### config.mk
export PLATFORM = sky130hd
export DESIGN_NAME = cfg_cmd_status
export DESIGN_NICKNAME = d
export VERILOG_FILES = /design/src/rtl/cfg_cmd_status_pkg.sv /design/src/rtl/cfg_cmd_status.sv
export SDC_FILE = /design/constraint.sdc
export NUM_CORES = 1
export LEC_CHECK = 0
export BUFFER_PORTS_ARGS = -buffer_cell sky130_fd_sc_hd__buf_2
export CAP_MARGIN = 20
export CORE_MARGIN = 5
export CORE_UTILIZATION = 47
export DETAILED_ROUTE_END_ITERATION = 7
export HOLD_SLACK_MARGIN = 0.05
export PLACE_DENSITY = 0.78
export SYNTH_ARGS = -nofsm -noshare
export SYNTH_HDL_FRONTEND = slang
export SYNTH_SLANG_ARGS = --single-unit
### constraint.sdc
create_clock -name clk_sys_in -period 1.6 [get_ports clk_sys_in]
set_input_delay 0.08 -clock clk_sys_in [delete_from_list [all_inputs] [get_ports clk_sys_in]]
set_output_delay 0.08 -clock clk_sys_in [all_outputs]
set_load 0.005 [all_outputs]
### src/rtl/cfg_cmd_status_pkg.sv
/*
 * Package for the configuration command/status register block: offsets,
 * field positions, masks, reset values and the carrier structs.
 * Assumes a 16-bit view of configuration space at the printed offsets.
 */
package cfg_cmd_status_pkg;

    // =====================================================================
    // offsets
    localparam logic [7:0] OFS_FUNCTION_IDENTIFIER = 8'h02;
    localparam logic [7:0] OFS_BUS_COMMAND_CONTROL = 8'h04;
    localparam logic [7:0] OFS_BUS_STATUS_FLAGS    = 8'h06;

    // =====================================================================
    // command field positions
    localparam int CMD_PORT_SPACE       = 0;
    localparam int CMD_MEMORY_SPACE     = 1;
    localparam int CMD_BUS_INITIATOR    = 2;
    localparam int CMD_SPECIAL_CYCLE    = 3;
    localparam int CMD_WRITE_INVALIDATE = 4;
    localparam int CMD_PALETTE_SNOOP    = 5;
    localparam int CMD_PARITY_RESPONSE  = 6;
    localparam int CMD_SYSTEM_ERROR     = 8;
    localparam int CMD_FAST_B2B         = 9;
    localparam int CMD_INT_MASK         = 10;

    // writable command bits: 10, 8, 6, 4, 2, 1
    localparam logic [15:0] CMD_WRITE_MASK = 16'h0556;
    localparam logic [15:0] CMD_RESET      = 16'h0000;

    // =====================================================================
    // status field positions
    localparam int STS_INT_PENDING     = 3;
    localparam int STS_CAP_LIST        = 4;
    localparam int STS_DATA_PARITY     = 8;
    localparam int STS_TARGET_ABORT_TX = 11;
    localparam int STS_TARGET_ABORT_RX = 12;
    localparam int STS_MASTER_ABORT_RX = 13;
    localparam int STS_SYSTEM_ERROR    = 14;
    localparam int STS_PARITY_FAULT    = 15;

    // fixed part: decode timing 01b in bits 10:9, capability list bit 4
    localparam logic [15:0] STS_FIXED      = 16'h0210;
    localparam logic [15:0] STS_CLEAR_MASK = 16'hF900;
    localparam logic [15:0] STS_RESET      = 16'h0000;

    // arbitrary neutral identification value
    localparam logic [15:0] FUNCTION_ID_DEFAULT = 16'h0001;

    // =====================================================================
    // configuration access
    typedef struct packed {
        logic        read;
        logic        write;
        logic [7:0]  offset;
        logic [1:0]  byte_en;
        logic [15:0] wdata;
    } cfg_req_s;

    // hardware status events, one-cycle pulses except the int_condition level
    typedef struct packed {
        logic addr_parity;
        logic data_parity;
        logic perr_seen_as_master;
        logic master_abort_rx;
        logic target_abort_rx;
        logic target_abort_tx;
        logic int_condition;
    } hw_event_s;

    // enables handed to the bus engine
    typedef struct packed {
        logic memory_space_enable;
        logic bus_initiator_enable;
        logic write_invalidate_enable;
        logic parity_error_response_enable;
        logic system_error_driver_enable;
        logic fast_b2b_enable;
        logic special_cycle_enable;
        logic port_space_enable;
    } bus_enable_s;

endpackage

### src/rtl/cfg_cmd_status.sv
/*
 * Configuration identification, command and status registers of the
 * host controller function, with the gating of interrupt, error and
 * bus-engine enables that the command bits control.
 * Assumes the configuration decoder presents one-cycle read/write
 * strobes with an 8-bit byte offset, and the bus engine reports events
 * as one-cycle pulses on the same clock.
 */
`timescale 1ns/1ps
`default_nettype none

module cfg_cmd_status
    import cfg_cmd_status_pkg::*;
#(
    parameter logic [15:0] FUNCTION_ID = FUNCTION_ID_DEFAULT
) (
    // clock and reset
    input  wire logic        clk_sys_in,
    input  wire logic        resetn_in,
    // configuration access
    input  wire cfg_req_s    cfg_req_in,
    output logic [15:0]      cfg_rdata_out,
    output logic             cfg_rvalid_out,
    // bus engine events and requests
    input  wire hw_event_s   hw_event_in,
    input  wire logic        mem_cycle_hit_in,
    input  wire logic        io_cycle_hit_in,
    input  wire logic        special_cycle_in,
    input  wire logic        master_req_in,
    input  wire logic        master_write_in,
    input  wire logic        master_line_write_in,
    // gated outputs
    output bus_enable_s      bus_enable_out,
    output logic             mem_claim_out,
    output logic             master_go_out,
    output logic             master_use_mwi_out,
    output logic             irq_out,
    output logic             serr_drive_out,
    output logic             perr_drive_out
);

    // =====================================================================
    // access decode
    logic        wr_cmd;
    logic        wr_sts;
    logic [15:0] wr_bits;

    always_comb begin
        wr_bits = '0;
        wr_bits[7:0]  = cfg_req_in.byte_en[0] ? cfg_req_in.wdata[7:0]  : 8'h00;
        wr_bits[15:8] = cfg_req_in.byte_en[1] ? cfg_req_in.wdata[15:8] : 8'h00;
        wr_cmd = cfg_req_in.write
                 && (cfg_req_in.offset == OFS_BUS_COMMAND_CONTROL);
        wr_sts = cfg_req_in.write
                 && (cfg_req_in.offset == OFS_BUS_STATUS_FLAGS);
    end

    // =====================================================================
    // command register
    logic [15:0] cmd_r;
    logic [15:0] cmd_nxt;
    logic [15:0] cmd_be_mask;

    always_comb begin
        cmd_be_mask = {{8{cfg_req_in.byte_en[1]}}, {8{cfg_req_in.byte_en[0]}}};
        cmd_nxt = cmd_r;
        if (wr_cmd) begin
            // fixed bits never load, so they stay zero
            cmd_nxt = (cmd_r & ~(CMD_WRITE_MASK & cmd_be_mask))
                    | (wr_bits & CMD_WRITE_MASK & cmd_be_mask);
        end
    end

    always_ff @(posedge clk_sys_in or negedge resetn_in) begin
        if (!resetn_in) begin
            cmd_r <= CMD_RESET;
        end else begin
            cmd_r <= cmd_nxt;
        end
    end

    // =====================================================================
    // status register
    logic [15:0] sts_r;
    logic [15:0] sts_set;
    logic [15:0] sts_clr;

    always_comb begin
        sts_set = '0;
        sts_set[STS_PARITY_FAULT] = hw_event_in.addr_parity
                                  | hw_event_in.data_parity;
        sts_set[STS_SYSTEM_ERROR] = hw_event_in.addr_parity
                                  & cmd_r[CMD_SYSTEM_ERROR];
        sts_set[STS_MASTER_ABORT_RX] = hw_event_in.master_abort_rx;
        sts_set[STS_TARGET_ABORT_RX] = hw_event_in.target_abort_rx;
        sts_set[STS_TARGET_ABORT_TX] = hw_event_in.target_abort_tx;
        sts_set[STS_DATA_PARITY] = hw_event_in.perr_seen_as_master
                                 & cmd_r[CMD_PARITY_RESPONSE];
        sts_clr = wr_sts ? (wr_bits & STS_CLEAR_MASK) : 16'h0000;
    end

    // set wins over a simultaneous clear
    always_ff @(posedge clk_sys_in or negedge resetn_in) begin
        if (!resetn_in) begin
            sts_r <= STS_RESET;
        end else begin
            sts_r <= ((sts_r & ~sts_clr) | sts_set) & STS_CLEAR_MASK;
        end
    end

    // live interrupt level, unaffected by the mask
    logic int_pend_r;

    always_ff @(posedge clk_sys_in or negedge resetn_in) begin
        if (!resetn_in) begin
            int_pend_r <= 1'b0;
        end else begin
            int_pend_r <= hw_event_in.int_condition;
        end
    end

    // =====================================================================
    // read path
    logic [15:0] sts_view;
    logic [15:0] rd_mux;

    always_comb begin
        // fixed timing and capability bits overlay clearable flags
        sts_view = sts_r | STS_FIXED;
        sts_view[STS_INT_PENDING] = int_pend_r;
        unique case (cfg_req_in.offset)
            OFS_FUNCTION_IDENTIFIER: rd_mux = FUNCTION_ID;
            OFS_BUS_COMMAND_CONTROL: rd_mux = cmd_r;
            OFS_BUS_STATUS_FLAGS:    rd_mux = sts_view;
            default:                 rd_mux = 16'h0000;
        endcase
    end

    always_ff @(posedge clk_sys_in or negedge resetn_in) begin
        if (!resetn_in) begin
            cfg_rdata_out  <= 16'h0000;
            cfg_rvalid_out <= 1'b0;
        end else begin
            cfg_rvalid_out <= cfg_req_in.read;
            cfg_rdata_out  <= cfg_req_in.read ? rd_mux : 16'h0000;
        end
    end

    // =====================================================================
    // gated bus-engine controls, registered for clean outputs
    always_ff @(posedge clk_sys_in or negedge resetn_in) begin
        if (!resetn_in) begin
            bus_enable_out     <= '0;
            mem_claim_out      <= 1'b0;
            master_go_out      <= 1'b0;
            master_use_mwi_out <= 1'b0;
        end else begin
            bus_enable_out.memory_space_enable <= cmd_r[CMD_MEMORY_SPACE];
            bus_enable_out.bus_initiator_enable <= cmd_r[CMD_BUS_INITIATOR];
            bus_enable_out.write_invalidate_enable
                <= cmd_r[CMD_WRITE_INVALIDATE];
            bus_enable_out.parity_error_response_enable
                <= cmd_r[CMD_PARITY_RESPONSE];
            bus_enable_out.system_error_driver_enable
                <= cmd_r[CMD_SYSTEM_ERROR];
            // hardwired off: never mastered, snooped, decoded
            bus_enable_out.fast_b2b_enable      <= cmd_r[CMD_FAST_B2B];
            bus_enable_out.special_cycle_enable <= cmd_r[CMD_SPECIAL_CYCLE];
            bus_enable_out.port_space_enable    <= cmd_r[CMD_PORT_SPACE];
            // io and special cycles never claimed
            mem_claim_out <= mem_cycle_hit_in & ~io_cycle_hit_in
                           & ~special_cycle_in
                           & cmd_r[CMD_MEMORY_SPACE];
            master_go_out <= master_req_in
                           & cmd_r[CMD_BUS_INITIATOR];
            // line writes use write invalidate only while CMD_WRITE_INVALIDATE is set, else plain memory write
            master_use_mwi_out <= master_req_in & master_write_in
                                & master_line_write_in
                                & cmd_r[CMD_BUS_INITIATOR]
                                & cmd_r[CMD_WRITE_INVALIDATE];
        end
    end

    // =====================================================================
    // interrupt and error pin drivers
    always_ff @(posedge clk_sys_in or negedge resetn_in) begin
        if (!resetn_in) begin
            irq_out        <= 1'b0;
            serr_drive_out <= 1'b0;
            perr_drive_out <= 1'b0;
        end else begin
            irq_out <= hw_event_in.int_condition
                     & ~cmd_r[CMD_INT_MASK];
            serr_drive_out <= hw_event_in.addr_parity
                            & cmd_r[CMD_SYSTEM_ERROR];
            perr_drive_out <= hw_event_in.data_parity
                            & cmd_r[CMD_PARITY_RESPONSE];
        end
    end

endmodule

`default_nettype wire

### After elaboration in Yosys (flattened, before gate mapping)

Index checks and enable logic that the tools add are counted.

* bits in read-only memories: 0
* memory bits (writable): 0
* latch bits: 0
* memories: 0
* bits in registers: 54

* order comparisons: 0
* eq/ne operators: 3
* add/subtract/negate cells: 0
* multiplexer cells: 5
* bitwise gates (word level): 23
* shifts and indexed selects: 0
* multiply operators: 0
* reductions and logical operators: 2
* div/mod/pow operators: 0

Operators by type and width (count)
* one-hot mux 16 bit (3 select lines): 1
* AND 16 bit: 2
* 2-to-1 mux 16 bit: 2
* bitwise OR 16 bit: 2
* AND 11 x 16 -> 16 bit: 1
* equality test 8 x 3 -> 1 bit, second input constant: 2
* NOT 11 -> 16 bit: 1
* NOT 16 bit: 1
* AND 1 bit: 12
* equality test 8 x 2 -> 1 bit, second input constant: 1
* 2-to-1 mux 8 bit: 1
* 2-to-1 mux 7 bit: 1
* NOT 1 bit: 3
* logical AND 1 bit: 2
* bitwise OR 1 bit: 1

### Logic depth before layout (Yosys ltp)

* depth in word-level cells: 6
* gate-level depth with buffers: 4

### Worst setup path before layout

OpenSTA, ideal clock, no wires.

* kind: input to register
* from: input port cfg_req_in[23] in the netlist's numbering
* to: register with a tool-made name
* arrival time: 943 ps
* stages: 4
* slack: 532 ps
* cells stage by stage: nor4_4 > buf_6 > nand4_4 > mux2_4

RTL lines
* from (decl): RTL line cfg_cmd_status.sv:21 `input wire cfg_req_s cfg_req_in,`

### Worst setup path in the final report

* from: input port cfg_req_in[23] in the netlist's numbering
* to: register sts_r[15]

* word-level cells in the longest chain between the ends: 6

Ends and longest elaborated chain
* equality test 8 x 3 -> 1 bit: RTL line cfg_cmd_status.sv:55 `&& (cfg_req_in.offset == OFS_BUS_STATUS_FLAGS);`
* logical AND 1 bit: RTL line cfg_cmd_status.sv:55
* 2-to-1 mux 16 bit: RTL line cfg_cmd_status.sv:99 `sts_clr = wr_sts ? (wr_bits & STS_CLEAR_MASK) : 16'h0000;`
* NOT 16 bit: RTL line cfg_cmd_status.sv:107 `sts_r <= ((sts_r & ~sts_clr) | sts_set) & STS_CLEAR_MASK;`
* AND 16 bit: RTL line cfg_cmd_status.sv:107
* bitwise OR 16 bit: RTL line cfg_cmd_status.sv:107
* to (signal assigned): RTL line cfg_cmd_status.sv:107
* to (decl): RTL line cfg_cmd_status.sv:84 `logic [15:0] sts_r;`

Every way passes these cells.
A chain may end at the register's enable or synchronous reset.

==> flow_summary.json <==
{
  "ys_seq_area_share_pct": 66.90,
  "tns_ns": 0,
  "cp-end-kind": "register",
  "dr_total_vias": 1130,
  "yosysUniqueCellTypes": 26,
  "peakVddDrop_mv": 0.4447,
  "die_w_um": 65.72,
  "hold_violations": 0,
  "yosysMostFrequentCell": "dfrtp_1",
  "worst_pin_slew_ns": 0.8176,
  "worst_setup_path_start_kind": "input pin",
  "htreeDepth": 2,
  "fin_crit_sh_pct": 94.79,
  "antenna_left": 0,
  "clock_latency_ns": 0.34,
  "chipHeight_um": 65.72,
  "die-area_um2": 4318,
  "cts-buffers-inserted": 5,
  "path_max_fanout": 11,
  "clk_pin_slew_ns": 0.11,
  "design.core.area_um2": 3003,
  "synth-seq-cells": 39,
  "reg2reg_depth": 3,
  "switchingPower_mw": 0.4003,
  "synth_adder_area_share_pct": 0,
  "grt_pass1_wl_um": 5209,
  "grt_overflow_total": 0,
  "yosys.area.top_type": "dfrtp_1",
  "cts.path.max_buffers": 2,
  "synth.cell_area_um2": 1459,
  "crit_required_ns": 1.83,
  "wirelength_um": 3274,
  "synth_area_leaders": "dfrtp_1, and2_1, nand4_1, mux2_2, buf_4",
  "setup_violations": 0,
  "synth_cells": 105,
  "layout.nets": 243,
  "slew-limit-headroom_pct": 45.49,
  "place_inst": 198,
  "place_congestion": 0.7521,
  "n_antenna_cell": 0,
  "cts.sinks": 39,
  "finalNonFillerCells": 234,
  "yosysTopAreaCellShare_pct": 66.90,
  "synthTopCellsByCount": "dfrtp_1, and2_1, nand4_1",
  "area_delta_synth_final_pct": 47.17,
  "hold_path_class": "input pin to register",
  "pre_cts_ws_ns": 0.3106,
  "synthSimpleGateAreaFrac_pct": 18.27,
  "p_sw_share_pct": 21.25,
  "io_buffers": 63,
  "intPower_mw": 1.484,
  "route.detailed.drc": 0,
  "root_buffer": "clkbuf_4",
  "stdcell_area_um2": 2147,
  "grtUsageTotal_pct": 16.31,
  "synth_xor_area_share_pct": 0,
  "setup_slack_ns": 0.08337,
  "start_util_pct": 48.58,
  "path_class": "input pin to register",
  "drive_gt1_share_pct": 40.80,
  "clkPwrFrac_pct": 36.2,
  "synth_top_family_by_area": "simple AND/OR/NAND/NOR gates",
  "fmax_mhz": 659.4,
  "ios": 74,
  "worstHoldPathCells": 3,
  "p_seq_share_pct": 54.5,
  "hold_buffers": 28,
  "ys_warn_count": 0,
  "slowest_stage": "dlygate4sd3_1",
  "muxShareOfSynthArea_pct": 5.832,
  "crit_arrival_ns": 1.75,
  "rsz0062_at_grt": "false",
  "ctsResizeCount": 0,
  "antenna_found_initial": 0,
  "async_flop_share_pct": 100.0,
  "synth_compound_area_share_pct": 3.259,
  "timing.hold.ws_ns": 0.07009,
  "via_per_inst": 4.829,
  "status": "finished clean",
  "grt_max_degree": 40,
  "finalCriticalPeriod_ns": 1.517,
  "cts_setup_buffers": 0,
  "cts_tree": "yes",
  "drtIter0Drc": 39,
  "cellPowerDensity_nw_per_um2": 877.5,
  "fin_worst_skew_ns": 0.003757,
  "leakagePower_nw": 1.137,
  "path_cells": "buf_2 -> nor4_4 -> buf_4 -> nand4_1 -> a211o_1 -> dlygate4sd3_1",
  "grt_pass1_vias": 1115,
  "first_pass_iters": 4,
  "p_comb_share_pct": 9.3,
  "synth-main-ff-cell": "dfrtp_1",
  "post_dp_cell_area_um2": 1780,
  "wire_per_inst_um": 13.99,
  "maxCapViolCount": 0,
  "syn_area_per_cell_um2": 13.89,
  "fp-row-count": 20,
  "slowest_delay_ns": 0.55,
  "synth-edff-count": 0,
  "drv_slew": 0
}
final timing paths:
kind	startpoint	end	slack, ns
hold / removal	cfg_req_in[19]	cfg_rdata_out[4]	0.07
setup / recovery	cfg_req_in[23]	sts_r[15]	0.08
min in group asynchronous	resetn_in	bus_enable_out[4]	0.36
max in group asynchronous	resetn_in	async pin	0.73
setup reg to reg	register	master_use_mwi_out	0.20
hold reg to reg	register	bus_enable_out[7]	0.42
worst max-delay path, delay by kind of cell:
family / cells / cell delay [ns]
AO/OA/AOI/OAI: 1 / 0.32
buffers and inverters: 3 / 0.90
AND/OR/NAND/NOR: 2 / 0.44
power groups by stage:
stage	clock network, mW	registers, mW	logic, mW
2_1_floorplan	0	1.04	0.0529
3_3_place_gp	0	1.04	0.124
3_5_place_dp	0	1.04	0.129
4_1_cts	0.692	1.03	0.177
5_1_grt	0.735	1.03	0.194
6_report	0.682	1.03	0.176
cell type report:
class                           count  area [µm²]
Clock inverter                      2       35.03
Clock buffer                        6       51.30
Multi-Input combinational cell     57       417.9
Inverter                            4       15.01
Tap cell                           33       41.29
Timing Repair Buffer               93       610.6
Sequential cell                    39       975.9
Fill cell                         201       855.8
logic make-up (layout without fill, tap and decap cells):
group,Yosys count,in the layout
compound gates,6,6
buf+inv,13,105
flops,39,39
mux,7,7
other cells,1,5
simple gates,39,39
layer usage:
| metal | track usage [%] | wire length (µm) | vias up |
|---|---|---|---|
| met2 | 27.78 | 1710 | 42 |
| met5 | 0 | 0 | - |
| met1 | 19.37 | 1320 | 541 |
| met3 | 4.615 | 196 | 5 |
| met4 | 6.218 | 46 | 0 |
| li1 | - | - | 542 |
metrics by stage:
stage | utilization [%] | total power, mW
3_3_place_gp | 59.29 | 1.166
5_1_grt | 71.50 | 1.958
6_report | 71.50 | 1.884
3_5_place_dp | 59.29 | 1.174
4_1_cts | 71.50 | 1.896
2_1_floorplan | - | 1.095
cell usage in the layout, fill, tap and decap left out, types with 2 or more instances in the layout:
master	Yosys	final
a21o_1	4	4
and2_1	12	12
and4_1	2	2
buf_2	1	63
buf_4	5	2
clkbuf_4	1	5
conb_1	1	5
dfrtp_1	39	39
dlygate4sd3_1	0	28
inv_1	4	4
mux2_2	4	4
mux2_4	2	2
nand4_1	9	9
nor2_1	8	8
(Power assumes the default switching activity.)
